$ cat src/inc/cpm_pkg.sv
// Constants and carrier types for the call-progress monitor gain block.
// Assumes a single 250 MHz clock domain and an AXI4-Lite register slave.
`default_nettype none

package cpm_pkg;

  // ---------------------------------------------------------------
  // Widths
  // ---------------------------------------------------------------
  localparam int SAMPLE_W   = 16;   // Signed path sample width
  localparam int CODE_W     = 8;    // Gain code width
  localparam int UNITY_SH   = 6;    // Unity code 64 is two to the sixth
  localparam int PROD_W     = SAMPLE_W + CODE_W + 1;
  localparam int SCALED_W   = PROD_W - UNITY_SH;
  localparam int ADDR_W     = 8;
  localparam int DATA_W     = 32;

  localparam logic [CODE_W-1:0] GAIN_UNITY = 8'h40;
  localparam logic [CODE_W-1:0] GAIN_MUTE  = 8'h00;

  // ---------------------------------------------------------------
  // Register indices, byte addresses and reset values
  // ---------------------------------------------------------------
  localparam logic [7:0] RX_GAIN_IDX   = 8'h14;
  localparam logic [7:0] TX_GAIN_IDX   = 8'h15;
  localparam logic [7:0] RING_CTL1_IDX = 8'h16;

  localparam logic [ADDR_W-1:0] RX_GAIN_ADDR   = {RX_GAIN_IDX[5:0], 2'b00};
  localparam logic [ADDR_W-1:0] TX_GAIN_ADDR   = {TX_GAIN_IDX[5:0], 2'b00};
  localparam logic [ADDR_W-1:0] RING_CTL1_ADDR = {RING_CTL1_IDX[5:0], 2'b00};

  localparam logic [7:0] RX_GAIN_RST   = 8'h00;
  localparam logic [7:0] TX_GAIN_RST   = 8'h00;
  localparam logic [7:0] RING_CTL1_RST = 8'h96;

  // Ring control one field positions
  localparam int RING_DLY_LSB = 6;
  localparam int RING_DLY_W   = 2;
  localparam int RING_MAX_LSB = 0;
  localparam int RING_MAX_W   = 6;

  // ---------------------------------------------------------------
  // Bus responses
  // ---------------------------------------------------------------
  localparam logic [1:0] RESP_OKAY   = 2'h0;
  localparam logic [1:0] RESP_SLVERR = 2'h2;

  // ---------------------------------------------------------------
  // Carrier types
  // ---------------------------------------------------------------
  typedef struct packed {
    logic                       valid;
    logic signed [SAMPLE_W-1:0] data;
  } cpm_sample_t;

  typedef struct packed {
    logic                       valid;
    logic signed [SCALED_W-1:0] data;
  } cpm_scaled_t;

endpackage : cpm_pkg

`default_nettype wire

$ cat src/hdl/cpm_gain_path.sv
// One monitor path: scales a signed sample by code/64, zero code mutes.
// Assumes samples arrive synchronous to clk with a one-cycle valid strobe.
`timescale 1ns/1ps
`default_nettype none

module cpm_gain_path (
  input  wire logic                              clk,
  input  wire logic                              srst,
  input  wire cpm_pkg::cpm_sample_t              in_s,
  input  wire logic [cpm_pkg::CODE_W-1:0]        gain_code,
  output var cpm_pkg::cpm_scaled_t               out_s
);

  logic signed [cpm_pkg::PROD_W-1:0] prod;
  cpm_pkg::cpm_scaled_t              out_r;
  cpm_pkg::cpm_scaled_t              out_nxt;

  // Linear product, then divide by the unity code with an arithmetic shift
  always_comb begin
    prod          = $signed(in_s.data) * $signed({1'b0, gain_code});
    out_nxt.valid = in_s.valid;
    out_nxt.data  = '0;
    if (in_s.valid && gain_code != cpm_pkg::GAIN_MUTE) begin
      out_nxt.data = prod[cpm_pkg::PROD_W-1:cpm_pkg::UNITY_SH];
    end
  end

  // Output stage
  always_ff @(posedge clk) begin
    if (srst) begin
      out_r <= '0;
    end else begin
      out_r <= out_nxt;
    end
  end

  assign out_s = out_r;

endmodule : cpm_gain_path

`default_nettype wire

$ cat src/hdl/cpm_monitor_top.sv
// Call-progress monitor gain stage with AXI4-Lite control registers.
// Assumes one clock, synchronous active-high reset, AXI4-Lite master that
// keeps one write and one read outstanding at most.
//
// Chosen here: register access over AXI4-Lite.
`timescale 1ns/1ps
`default_nettype none

module cpm_monitor_top (
  input  wire logic                             clk,
  input  wire logic                             srst,
  // AXI4-Lite slave
  input  wire logic [cpm_pkg::ADDR_W-1:0]       s_axi_awaddr,
  input  wire logic                             s_axi_awvalid,
  output logic                                  s_axi_awready,
  input  wire logic [cpm_pkg::DATA_W-1:0]       s_axi_wdata,
  input  wire logic [3:0]                       s_axi_wstrb,
  input  wire logic                             s_axi_wvalid,
  output logic                                  s_axi_wready,
  output logic [1:0]                            s_axi_bresp,
  output logic                                  s_axi_bvalid,
  input  wire logic                             s_axi_bready,
  input  wire logic [cpm_pkg::ADDR_W-1:0]       s_axi_araddr,
  input  wire logic                             s_axi_arvalid,
  output logic                                  s_axi_arready,
  output logic [cpm_pkg::DATA_W-1:0]            s_axi_rdata,
  output logic [1:0]                            s_axi_rresp,
  output logic                                  s_axi_rvalid,
  input  wire logic                             s_axi_rready,
  // Monitor paths
  input  wire cpm_pkg::cpm_sample_t             rx_in,
  input  wire cpm_pkg::cpm_sample_t             tx_in,
  output var cpm_pkg::cpm_sample_t              monitor_output,
  // Ring validation settings for the ring logic
  output logic [cpm_pkg::RING_DLY_W-1:0]        ring_report_delay,
  output logic [cpm_pkg::RING_MAX_W-1:0]        ring_interval_max
);

  // ---------------------------------------------------------------
  // Register state
  // ---------------------------------------------------------------
  logic [7:0]                    rx_gain_r, rx_gain_nxt;
  logic [7:0]                    tx_gain_r, tx_gain_nxt;
  logic [7:0]                    ring_r, ring_nxt;
  logic                          aw_have_r, aw_have_nxt;
  logic                          w_have_r, w_have_nxt;
  logic [cpm_pkg::ADDR_W-1:0]    awaddr_r, awaddr_nxt;
  logic [7:0]                    wdata_r, wdata_nxt;
  logic                          wstrb_r, wstrb_nxt;
  logic                          awready_r, awready_nxt;
  logic                          wready_r, wready_nxt;
  logic                          bvalid_r, bvalid_nxt;
  logic [1:0]                    bresp_r, bresp_nxt;
  logic                          arready_r, arready_nxt;
  logic                          rvalid_r, rvalid_nxt;
  logic [1:0]                    rresp_r, rresp_nxt;
  logic [cpm_pkg::DATA_W-1:0]    rdata_r, rdata_nxt;

  logic                          aw_fire, w_fire, ar_fire, commit;
  logic [cpm_pkg::ADDR_W-1:0]    wr_addr;
  logic [7:0]                    wr_byte;
  logic                          wr_lane;

  assign aw_fire = s_axi_awvalid && awready_r;
  assign w_fire  = s_axi_wvalid && wready_r;
  assign ar_fire = s_axi_arvalid && arready_r;

  // Write channel: address and data taken in either order, response after both
  always_comb begin
    wr_addr     = aw_have_r ? awaddr_r : s_axi_awaddr;
    wr_byte     = w_have_r ? wdata_r : s_axi_wdata[7:0];
    wr_lane     = w_have_r ? wstrb_r : s_axi_wstrb[0];
    commit      = (aw_have_r || aw_fire) && (w_have_r || w_fire) && !bvalid_r;
    aw_have_nxt = (aw_have_r || aw_fire) && !commit;
    w_have_nxt  = (w_have_r || w_fire) && !commit;
    awaddr_nxt  = aw_fire ? s_axi_awaddr : awaddr_r;
    wdata_nxt   = w_fire ? s_axi_wdata[7:0] : wdata_r;
    wstrb_nxt   = w_fire ? s_axi_wstrb[0] : wstrb_r;
    bvalid_nxt  = commit || (bvalid_r && !s_axi_bready);
    bresp_nxt   = bresp_r;
    awready_nxt = !aw_have_nxt && !bvalid_nxt;
    wready_nxt  = !w_have_nxt && !bvalid_nxt;
    rx_gain_nxt = rx_gain_r;
    tx_gain_nxt = tx_gain_r;
    ring_nxt    = ring_r;
    if (commit) begin
      bresp_nxt = cpm_pkg::RESP_OKAY;
      if (wr_addr == cpm_pkg::RX_GAIN_ADDR) begin
        if (wr_lane) rx_gain_nxt = wr_byte;
      end else if (wr_addr == cpm_pkg::TX_GAIN_ADDR) begin
        if (wr_lane) tx_gain_nxt = wr_byte;
      end else if (wr_addr == cpm_pkg::RING_CTL1_ADDR) begin
        if (wr_lane) ring_nxt = wr_byte;
      end else begin
        bresp_nxt = cpm_pkg::RESP_SLVERR;                  // Unmapped address
      end
    end
  end

  // Read channel: one read outstanding, data held until taken
  always_comb begin
    rvalid_nxt  = ar_fire || (rvalid_r && !s_axi_rready);
    arready_nxt = !rvalid_nxt;
    rdata_nxt   = rdata_r;
    rresp_nxt   = rresp_r;
    if (ar_fire) begin
      rresp_nxt = cpm_pkg::RESP_OKAY;
      if (s_axi_araddr == cpm_pkg::RX_GAIN_ADDR) begin
        rdata_nxt = {24'h000000, rx_gain_r};
      end else if (s_axi_araddr == cpm_pkg::TX_GAIN_ADDR) begin
        rdata_nxt = {24'h000000, tx_gain_r};
      end else if (s_axi_araddr == cpm_pkg::RING_CTL1_ADDR) begin
        rdata_nxt = {24'h000000, ring_r};
      end else begin
        rdata_nxt = 32'h00000000;
        rresp_nxt = cpm_pkg::RESP_SLVERR;
      end
    end
  end

  // Register bank and bus handshake flops
  always_ff @(posedge clk) begin
    if (srst) begin
      rx_gain_r <= cpm_pkg::RX_GAIN_RST;
      tx_gain_r <= cpm_pkg::TX_GAIN_RST;
      ring_r    <= cpm_pkg::RING_CTL1_RST;
      aw_have_r <= 1'b0;
      w_have_r  <= 1'b0;
      awaddr_r  <= '0;
      wdata_r   <= 8'h00;
      wstrb_r   <= 1'b0;
      awready_r <= 1'b0;
      wready_r  <= 1'b0;
      bvalid_r  <= 1'b0;
      bresp_r   <= cpm_pkg::RESP_OKAY;
      arready_r <= 1'b0;
      rvalid_r  <= 1'b0;
      rresp_r   <= cpm_pkg::RESP_OKAY;
      rdata_r   <= 32'h00000000;
    end else begin
      rx_gain_r <= rx_gain_nxt;
      tx_gain_r <= tx_gain_nxt;
      ring_r    <= ring_nxt;
      aw_have_r <= aw_have_nxt;
      w_have_r  <= w_have_nxt;
      awaddr_r  <= awaddr_nxt;
      wdata_r   <= wdata_nxt;
      wstrb_r   <= wstrb_nxt;
      awready_r <= awready_nxt;
      wready_r  <= wready_nxt;
      bvalid_r  <= bvalid_nxt;
      bresp_r   <= bresp_nxt;
      arready_r <= arready_nxt;
      rvalid_r  <= rvalid_nxt;
      rresp_r   <= rresp_nxt;
      rdata_r   <= rdata_nxt;
    end
  end

  assign s_axi_awready     = awready_r;
  assign s_axi_wready      = wready_r;
  assign s_axi_bvalid      = bvalid_r;
  assign s_axi_bresp       = bresp_r;
  assign s_axi_arready     = arready_r;
  assign s_axi_rvalid      = rvalid_r;
  assign s_axi_rresp       = rresp_r;
  assign s_axi_rdata       = rdata_r;
  assign ring_report_delay = ring_r[cpm_pkg::RING_DLY_LSB +: cpm_pkg::RING_DLY_W];
  assign ring_interval_max = ring_r[cpm_pkg::RING_MAX_LSB +: cpm_pkg::RING_MAX_W];

  // ---------------------------------------------------------------
  // Monitor paths
  // ---------------------------------------------------------------
  cpm_pkg::cpm_scaled_t rx_scaled;
  cpm_pkg::cpm_scaled_t tx_scaled;

  // Receive path gain, code used live
  cpm_gain_path u_rx_path (
    .clk       (clk),
    .srst      (srst),
    .in_s      (rx_in),
    .gain_code (rx_gain_r),
    .out_s     (rx_scaled)
  );

  // Transmit path gain, code used live
  cpm_gain_path u_tx_path (
    .clk       (clk),
    .srst      (srst),
    .in_s      (tx_in),
    .gain_code (tx_gain_r),
    .out_s     (tx_scaled)
  );

  localparam int SUM_W = cpm_pkg::SCALED_W + 1;
  localparam logic signed [SUM_W-1:0] SAT_HI = SUM_W'(32767);
  localparam logic signed [SUM_W-1:0] SAT_LO = -SUM_W'(32768);

  logic signed [SUM_W-1:0] mix_sum;
  cpm_pkg::cpm_sample_t    mon_r, mon_nxt;

  // Mix both paths and saturate to the sample range
  always_comb begin
    mix_sum       = SUM_W'(rx_scaled.data) + SUM_W'(tx_scaled.data);
    mon_nxt.valid = rx_scaled.valid || tx_scaled.valid;
    if (mix_sum > SAT_HI) begin
      mon_nxt.data = 16'h7FFF;
    end else if (mix_sum < SAT_LO) begin
      mon_nxt.data = 16'h8000;
    end else begin
      mon_nxt.data = mix_sum[cpm_pkg::SAMPLE_W-1:0];
    end
  end

  // Output stage of the mixer
  always_ff @(posedge clk) begin
    if (srst) begin
      mon_r <= '0;
    end else begin
      mon_r <= mon_nxt;
    end
  end

  assign monitor_output = mon_r;

  logic signed [cpm_pkg::PROD_W-1:0] rx_exp, tx_exp;
  assign rx_exp = $signed(rx_in.data) * $signed({1'b0, rx_gain_r});
  assign tx_exp = $signed(tx_in.data) * $signed({1'b0, tx_gain_r});
endmodule : cpm_monitor_top

`default_nettype wire

$ cat config.mk
export PLATFORM = sky130hd
export DESIGN_NAME = cpm_monitor_top
export DESIGN_NICKNAME = d
export VERILOG_FILES = /design/src/inc/cpm_pkg.sv /design/src/hdl/cpm_gain_path.sv /design/src/hdl/cpm_monitor_top.sv
export SDC_FILE = /design/constraint.sdc
export NUM_CORES = 1
export LEC_CHECK = 0
export BUFFER_PORTS_ARGS = -buffer_cell sky130_fd_sc_hd__buf_2
export CORE_MARGIN = 10
export CORE_UTILIZATION = 26
export CTS_BUF_LIST = sky130_fd_sc_hd__clkbuf_4
export CTS_CLUSTER_SIZE = 10
export DETAILED_ROUTE_END_ITERATION = 12
export PLACE_DENSITY_LB_ADDON = 0.12
export SYNTH_ARGS = -nofsm -noshare
export SYNTH_HDL_FRONTEND = slang
export SYNTH_SLANG_ARGS = --single-unit
$ cat constraint.sdc
create_clock -name clk -period 8.6 [get_ports clk]
set_input_delay 0.43 -clock clk [delete_from_list [all_inputs] [get_ports clk]]
set_output_delay 0.43 -clock clk [all_outputs]
set_load 0.05 [all_outputs]
=== Yosys cells after proc, flatten, opt, wreduce, memory -nomap -nowiden ===
Cells that the tools add are included.

* $add $sub $neg: 1
* Multiply operators: 2
* Magnitude comparators: 2
* Eq/ne operators: 6
* Muxes and demuxes: 14
* Bitwise gates (word level): 4
* Reductions and logical operators: 34

{| class="wikitable"
|+ Operators by type and width
! cell !! number
|-
| multiplier 16 x 9 -> 25 bit || 2
|-
| == test 8 x 7 -> 1 bit (second input constant) || 6
|-
| 2-to-1 mux 8 bit || 5
|-
| adder 19 x 19 -> 20 bit || 1
|-
| greater-than comparator 20 x 16 -> 1 bit (second input constant) || 1
|-
| less-than comparator 20 x 16 -> 1 bit (second input constant) || 1
|-
| 2-to-1 mux 16 bit || 1
|-
| nonzero test 8 bit || 2
|-
| 2-to-1 mux 15 bit || 1
|-
| logical AND 1 bit || 13
|-
| 2-to-1 mux 2 bit || 6
|-
| logical NOT 1 bit || 8
|-
| OR reduction 2 bit || 3
|-
| logical OR 1 bit || 5
|-
| AND reduction 5 bit || 1
|-
| inverter 1 bit || 4
|-
| AND reduction 4 bit || 1
|-
| AND reduction 3 bit || 1
|-
| 2-to-1 mux 1 bit || 1
|}

* Register bits: 141
* Input port bits: 93
* Output and inout bits: 66
* Word-level logic and storage cells: 86

=== Logic depth before layout (Yosys ltp) ===
Gate-level depths: netlist (run 1).

* Depth after elaboration: 8
* Depth in mapped cells: 20
* Depth with buffers taken out: 18

=== By module ===
From an unflattened synthesis (run 1), not the netlist that was laid out.

* Cells, all modules: 1,691
* Area, all modules: 14,660.3 µm²

{| class="wikitable"
|+ By module, submodules not included
! module !! instances !! cells each !! area each (µm²) !! sequential area each (µm²)
|-
| cpm_gain_path at u_tx_path || 1 || 602 || 5,176.2 || 400.4
|-
| cpm_gain_path at u_rx_path || 1 || 590 || 5,129.9 || 400.4
|-
| cpm_monitor_top || 1 || 499 || 4,354.2 || 1,501.4
|}

=== Worst setup path before layout (run 1) ===
No wires, ideal clock.

* Path kind: register to register
* Start point: register rx_gain_r[0]
* End point: register u_rx_path.out_r, in the netlist u_rx_path.out_s[18]
* Setup time: 0.137 ns
* Arrival time: 4.889 ns
* Data required time: 8.463 ns
* Setup slack: 3.574 ns
* Cell stages (with the launch flop): 20
* Buffers on the path: 2
* Clock period less this slack: 5.026 ns
* Cell sequence: dfxtp_1 clkbuf_1 clkbuf_1 nand2_1 fa_1 inv_1 fa_1 fa_1 inv_1 fa_1 inv_1 ha_1 a211o_1 a211oi_1 o21ai_1 a31oi_1 o21ai_1 o41ai_1 xnor2_1 nor2_1

* Longest elaborated chain between the ends: 4
* Elaborated cells between the ends (all ways): 5
* Classes of those cells: 1 x mul; 1 x bitwise; 3 x reduce/logical

{| class="wikitable"
|+ RTL lines
! what !! RTL line !! RTL
|-
| start: declaration || cpm_monitor_top.sv:42 || <nowiki>logic [7:0] rx_gain_r, rx_gain_nxt;</nowiki>
|-
| start signal: assignment || cpm_monitor_top.sv:124 || <nowiki>rx_gain_r <= cpm_pkg::RX_GAIN_RST;</nowiki>
|-
| start signal: assignment || cpm_monitor_top.sv:141 || <nowiki>rx_gain_r <= rx_gain_nxt;</nowiki>
|-
| branches (longest 4 deep; another with multiplier 16 x 9 -> 25 bit) || - ||
|-
| end signal: assignment || cpm_gain_path.sv:33 || <nowiki>out_r <= out_nxt;</nowiki>
|-
| end: declaration || cpm_gain_path.sv:15 || <nowiki>cpm_pkg::cpm_scaled_t out_r;</nowiki>
|}

Parallel ways; which one is timed is not known.
A chain may end at the register's enable or synchronous reset.

=== Worst setup path after layout (run 1) ===
* Start point: register tx_gain_r[0]
* End point: register u_tx_path.out_r, in the netlist u_tx_path.out_s[17]

* Longest elaborated chain between the ends: 4
* Elaborated cells between the ends (all ways): 5
* Classes of those cells: 1 x mul; 1 x bitwise; 3 x reduce/logical

{| class="wikitable"
|+ RTL lines
! what !! RTL line !! RTL
|-
| start: declaration || cpm_monitor_top.sv:43 || <nowiki>logic [7:0] tx_gain_r, tx_gain_nxt;</nowiki>
|-
| start signal: assignment || cpm_monitor_top.sv:125 || <nowiki>tx_gain_r <= cpm_pkg::TX_GAIN_RST;</nowiki>
|-
| start signal: assignment || cpm_monitor_top.sv:142 || <nowiki>tx_gain_r <= tx_gain_nxt;</nowiki>
|-
| branches (longest 4 deep; another with multiplier 16 x 9 -> 25 bit) || - ||
|-
| end signal: assignment || cpm_gain_path.sv:33 ||
|-
| end: declaration || cpm_gain_path.sv:15 ||
|}

Parallel ways; which one is timed is not known.

==> results of run 1 <==
[worst max-delay path by stage]
| stage | to | slack [ns] | depth (start not counted) |
|---|---|---|---|
| after floorplan | u_rx_path.out_s[18]$_SDFF_PP0_ | 3.57 | 19 |
| after global placement | u_tx_path.out_s[17]$_SDFF_PP0_ | 2.86 | 17 |
| after detailed placement | u_tx_path.out_s[17]$_SDFF_PP0_ | 2.80 | 17 |
| after CTS | u_tx_path.out_s[17]$_SDFF_PP0_ | 2.78 | 17 |
| after global routing | u_tx_path.out_s[17]$_SDFF_PP0_ | 2.33 | 17 |
| final | u_tx_path.out_s[17]$_SDFF_PP0_ | 2.87 | 17 |
[report_power, final]
| group | total, µW | leakage [µW] | internal [µW] | switching, µW |
|---|---|---|---|---|
| Clock | 392 | 0.000144 | 173 | 218 |
| Combinational | 129 | 0.00662 | 30.3 | 98.5 |
| Sequential | 552 | 0.000931 | 543 | 8.51 |
| Total | 1070 | 0.00770 | 747 | 325 |
[per-stage QoR]
| step | utilization, % | worst slack [ns] | total power [µW] | hold slack [ns] |
|---|---|---|---|---|
| floorplan | - | 3.57 | 650 | 0.411 |
| global placement | 28.5 | 2.86 | 693 | 0.432 |
| detailed placement | 28.5 | 2.80 | 694 | 0.433 |
| CTS | 29.0 | 2.78 | 1100 | 0.0313 |
| global route | 29.0 | 2.33 | 1130 | 0.0275 |
| finish | 29.0 | 2.87 | 1070 | 0.102 |
[critical path: cells and delay by family (launching register included)]
family                     cells  cell delay (ns)
adders and majority gates      5             2.37
AOI/OAI and AO/OA              8             1.92
DFF                            1             0.92
and+or+nand+nor                1             0.30
buffers and inverters          3             0.14
[placed cells by master, fill, tap and decap left out, drive strengths merged, types with 28 or more instances in the layout]
| cell type | n |
|---|---|
| a21oi | 65 |
| and2 | 141 |
| buf | 113 |
| dfxtp | 115 |
| fa | 203 |
| ha | 111 |
| inv | 305 |
| nand2 | 178 |
| nor2 | 94 |
| o21ai | 38 |
| xnor2 | 28 |
[metal layers]
layer	up-vias	wire [µm]	track usage, %
li1	5080	-	-
met1	5124	16600	15.1
met2	91	18000	20.4
met3	8	863	2.01
met4	0	139	1.66
met5	-	0	0
[final cells by class]
| type | count | area (µm²) | share of cell area [%] |
|---|---|---|---|
| Sequential cell | 115 | 2300 | 15.0 |
| Antenna cell | 1 | 2.50 | 0.0163 |
| Clock inverter | 13 | 138 | 0.898 |
| Clock buffer | 18 | 135 | 0.882 |
| Inverter | 304 | 1140 | 7.45 |
| Multi-Input combinational cell | 1124 | 10200 | 66.3 |
| Tap cell | 688 | 861 | 5.62 |
| Timing Repair Buffer | 113 | 586 | 3.82 |
[cell usage after synthesis, types with 20 or more instances]
cell type / number
xor2_1: 22
inv_1: 304
fa_1: 203
dfxtp_1: 115
a21oi_1: 64
xnor2_1: 28
nor2_1: 94
ha_1: 111
buf_4: 26
a21o_1: 20
nor3_1: 25
mux2i_1: 25
clkbuf_1: 40
and2_1: 140
nand2_1: 178
o21ai_0: 22
[logic make-up after synthesis]
kind of cell,synth area share (%)
compound gates,9.81
xor+xnor,3.15
fa+ha+maj,39.2
buf+inv,11.1
flops,16.5
mux,2.45
other cells,0.0270
simple gates,17.7
[sequential cells by signal, summed over array words and instances, names as in the netlist, 8 cells and up]
signal,count
u_rx_path.out_s,20
u_tx_path.out_s,20
monitor_output,17
awaddr_r,8
ring_r,8
rx_gain_r,8
s_axi_rdata,8
tx_gain_r,8
wdata_r,8
==> results_dict.tcl, run 1 <==
set metrics [dict create \
    vias 10300 \
    synth_ff_type "dfxtp_1" \
    rr_worst_depth 17 \
    max_slew.worst_pin.slew_ns 1.12 \
    synth_top_area_share_pct 29.2 \
    r2r_start "tx_gain_r[0]$_SDFFE_PP0P_" \
    p_per_area_nw_per_um2 70.0 \
    max-vdd-ir-drop_mv 0.0869 \
    rsz0062_at_grt "no" \
    finalSetupViolCount 0 \
    synth_area_leaders "fa_1 (29%), dfxtp_1 (17%), ha_1 (10%), inv_1 (8.2%), and2_1 (6.3%)" \
    hp-start "s_axi_awaddr[5]" \
    firstDrtPassIters 4 \
    finalMaxSlewViolations 0 \
    syn2layout_area_growth_pct 10.1 \
    avgSynthCellArea_um2 8.74 \
    fin_area_um2 15300 \
    slowest_delay_ns 0.92 \
    critical-path-slowest-cell "dfxtp_1" \
    ys_types 66 \
    cts_buffers 17 \
    worst_setup_path_start_kind "register" \
    cts_hold_buf 0 \
    die_y_um 251 \
    critPathMostFrequentCell "fa_1" \
    yosys.area.top_type "fa_1" \
    viasPerCell 4.34 \
    status "complete, no violations" \
    die_area_um2 63200 \
    grt_overflow 0 \
    cts_root_buffer "clkbuf_4" \
    whs_endpoint "awaddr_r[5]$_SDFFE_PP0P_" \
    core_area_um2 52800 \
    reg2reg_slack_ns 2.87 \
    remaining_drc_errors 0 \
    final_cells 2376 \
    clk-insertion-delay-late_ns 0.55 \
    cts_setup_buffers 0 \
    ys_async_sr_fraction_pct 0 \
    grt_start_max_net_pins 65 \
    synth_edf_count 0 \
    io_buffers 105 \
    skew_ns 0.0245 \
    synth_area_um2 13900 \
    holdPathStages 3 \
    cts.htree.levels 4 \
    num_rows 84 \
    relSlewSlack_pct 25.2 \
    crit_fanout 18 \
    ys_seq_area_share_pct 16.5 \
    yosys_warnings 0 \
    cts.clk_slew.worst_paths_ns 0.13 \
    numPlacedInstances 2344 \
    cp_data_arrival_time_ns 6.20 \
    drt_wl_total_mm 35.7 \
    initial_core_util_pct 26.4 \
    dieWidth_um 251 \
    critPathKind "register to register" \
    cts.sinks 115 \
    min_period_ns 5.73 \
    antenna_found_initial 1 \
    detail-route-antenna-nets 0 \
    drv_cap 0 \
    final_layout_size_suffix_gt1_share_pct 10.3 \
    cts_tree "yes" \
    fmax_ghz 0.174 \
    place_area_um2 15000 \
    grt_pass1_vias 11200 \
    final-hold-violation-count 0 \
    p_leak_uw 0.00770 \
    post-route-period-util_pct 66.7 \
    dp_hpwl_mm 29.6 \
    startpoint "tx_gain_r[0]$_SDFFE_PP0P_" \
    n_fill_cell 5800 \
    tns_ns 0 \
    wire_per_inst_um 15.0 \
    drt_iter0_drc 346 \
    cts_resized 0 \
    r2r-end "u_tx_path.out_s[17]$_SDFF_PP0_" \
    grt_usage_pct 11.7 \
    ys_ff_latch 115 \
    gp_congestion 0.781 \
    final_nets 2082 \
    crit_chain "nand2_1 -> fa_1 -> inv_1 -> fa_1 -> fa_1 -> inv_1 -> fa_1 -> inv_1 -> ha_1 -> a21oi_1 -> o21bai_1 -> a21oi_1 -> o21bai_1 -> o21bai_2 -> a2111oi_0 -> o21ai_0 -> a21oi_1" \
    grt_pass1_wl_mm 59.9 \
    min_path_type "input pin to register" \
    synthCells 1592 \
    end_kind "register" \
    ioPinCount 159 \
    clock_path_buffers 2 \
    cp_data_required_time_ns 9.07 \
]
No activity file was read; power rests on OpenSTA's default activity.
==> run 2: changes to the inputs <==
Clock period 8.6 ns to 4.9 ns, I/O delays scaled along.
==> results_dict.tcl, run 2 (synthesized netlist as in run 1, its figures left out) <==
set metrics [dict create \
    grt_overflow 0 \
    cts.sinks 115 \
    antenna_found_initial 1 \
    crit_fanout 6 \
    rsz0062_at_grt "no" \
    crit_chain "buf_4 -> buf_6 -> nand2_1 -> fa_1 -> inv_1 -> fa_1 -> fa_1 -> fa_1 -> ha_1 -> a21o_1 -> and2_1 -> o21a_1 -> a31oi_2 -> o21ai_2 -> o41ai_2 -> xnor2_1 -> nor2_1" \
    path_buf_inv 3 \
    max-vdd-ir-drop_mv 0.160 \
    grt_start_max_net_pins 65 \
    tns_ns 0 \
    dieWidth_um 251 \
    clk-insertion-delay-late_ns 0.62 \
    critPathKind "register to register" \
    finalMaxSlewViolations 0 \
    cts.clk_slew.worst_paths_ns 0.13 \
    worst_setup_path_start_kind "register" \
    num_rows 84 \
    cts_buffers 17 \
    p_leak_uw 0.00834 \
    r2r_start "rx_gain_r[0]$_SDFFE_PP0P_" \
    skew_ns 0.0333 \
    grt_pass1_wl_mm 61.1 \
    cts.htree.levels 4 \
    grt_usage_pct 12.0 \
    status "complete, no violations" \
    wire_per_inst_um 15.0 \
    slowest_delay_ns 0.55 \
    max_slew.worst_pin.slew_ns 1.28 \
    n_fill_cell 5714 \
    remaining_drc_errors 0 \
    dp_hpwl_mm 31.7 \
    cts_root_buffer "clkbuf_4" \
    cp_data_arrival_time_ns 5.20 \
    relSlewSlack_pct 14.8 \
    startpoint "rx_gain_r[0]$_SDFFE_PP0P_" \
    p_per_area_nw_per_um2 123 \
    fmax_ghz 0.214 \
    gp_congestion 0.783 \
    final_layout_size_suffix_gt1_share_pct 16.5 \
    viasPerCell 4.32 \
    end_kind "register" \
    place_ws_ns -0.287 \
    drt_iter0_drc 409 \
    grt_pass1_vias 11500 \
    final_nets 2196 \
    io_buffers 105 \
    layout_common_cells "inv_1 (303), fa_1 (203), nand2_1 (176)" \
    detail-route-antenna-nets 0 \
    drv_cap 0 \
    min_path_type "input pin to register" \
    core_area_um2 52800 \
    die_area_um2 63200 \
    cp_data_required_time_ns 5.42 \
    critical-path-slowest-cell "fa_1" \
    initial_core_util_pct 26.4 \
    hp-start "s_axi_awvalid" \
    die_y_um 251 \
    cts_tree "yes" \
    layout_commonest_cell "inv_1" \
    min_period_ns 4.68 \
    vias 10800 \
    setup_slack_ns 0.220 \
    finalSetupViolCount 0 \
    critPathMostFrequentCell "fa_1" \
    critPathTopFamily "adder cells" \
    syn2layout_area_growth_pct 18.4 \
    p_total_uw 2030 \
    ioPinCount 159 \
    clock_path_buffers 2 \
    firstDrtPassIters 5 \
    final-hold-violation-count 0 \
    drt_wl_total_mm 37.4 \
    post-route-period-util_pct 95.5 \
]
==> run 2: repair_timing <==
item                                   CTS  global route
gates resized for setup                  8            35
pin swaps                                0            22
endpoints found under the hold margin   25             0
setup endpoints to repair               18            16
setup buffers                            0             6
hold buffers                            21             0
==> run 2: per-layer routing <==
| metal | GRT usage [%] | wire [µm] | vias up |
|---|---|---|---|
| li1 | - | - | 5311 |
| met1 | 15.3 | 17300 | 5298 |
| met2 | 20.6 | 18600 | 125 |
| met3 | 2.02 | 935 | 28 |
| met4 | 3.12 | 619 | 0 |
| met5 | 0 | 0 | - |
==> run 2: layout make-up <==
class / count / area [µm²] / area share, %
tap: 688 / 861 / 5.22
clock inverter: 15 / 191 / 1.16
antenna: 1 / 2.50 / 0.0152
multi-input combinational: 1124 / 10300 / 62.4
timing repair buffer: 227 / 1540 / 9.34
sequential: 115 / 2330 / 14.1
inverter: 304 / 1140 / 6.93
clock buffer: 17 / 128 / 0.775
==> run 2: tightest hold or removal path: stages <==
cell     delay [ns]
buf_2          0.09
nand2_1        0.17
nand2_1        0.12
a21oi_1        0.05
==> run 2: final timing paths <==
| check | slack [ns] | cells past startpoint | endpoint |
|---|---|---|---|
| max | 0.22 | 17 | u_rx_path.out_s[18]$_SDFF_PP0_ |
| min | 0.09 | 4 | awaddr_r[1]$_SDFFE_PP0P_ |
| max reg2reg | 0.22 | 17 | u_rx_path.out_s[18]$_SDFF_PP0_ |
| min reg2reg | 0.46 | 2 | wdata_r[4]$_SDFFE_PP0P_ |
==> run 2: per-stage QoR <==
step / util [%] / cell area, µm² / cells / hold slack [ns]
2_1_floorplan: - / 14000 / 1617 / 0.381
3_3_place_gp: 29.8 / 15700 / 2431 / 0.436
3_5_place_dp: 29.8 / 15700 / 2431 / 0.428
4_1_cts: 30.9 / 16300 / 2484 / 0.0245
5_1_grt: 31.2 / 16500 / 2491 / 0.0800
6_report: 31.2 / 16500 / 2491 / 0.0934
==> run 2: where the power goes <==
part / internal [µW] / total, µW / switching (µW)
sequential: 951 / 964 / 13.8
combinational: 66.8 / 244 / 177
clock: 367 / 824 / 457
total: 1380 / 2030 / 647
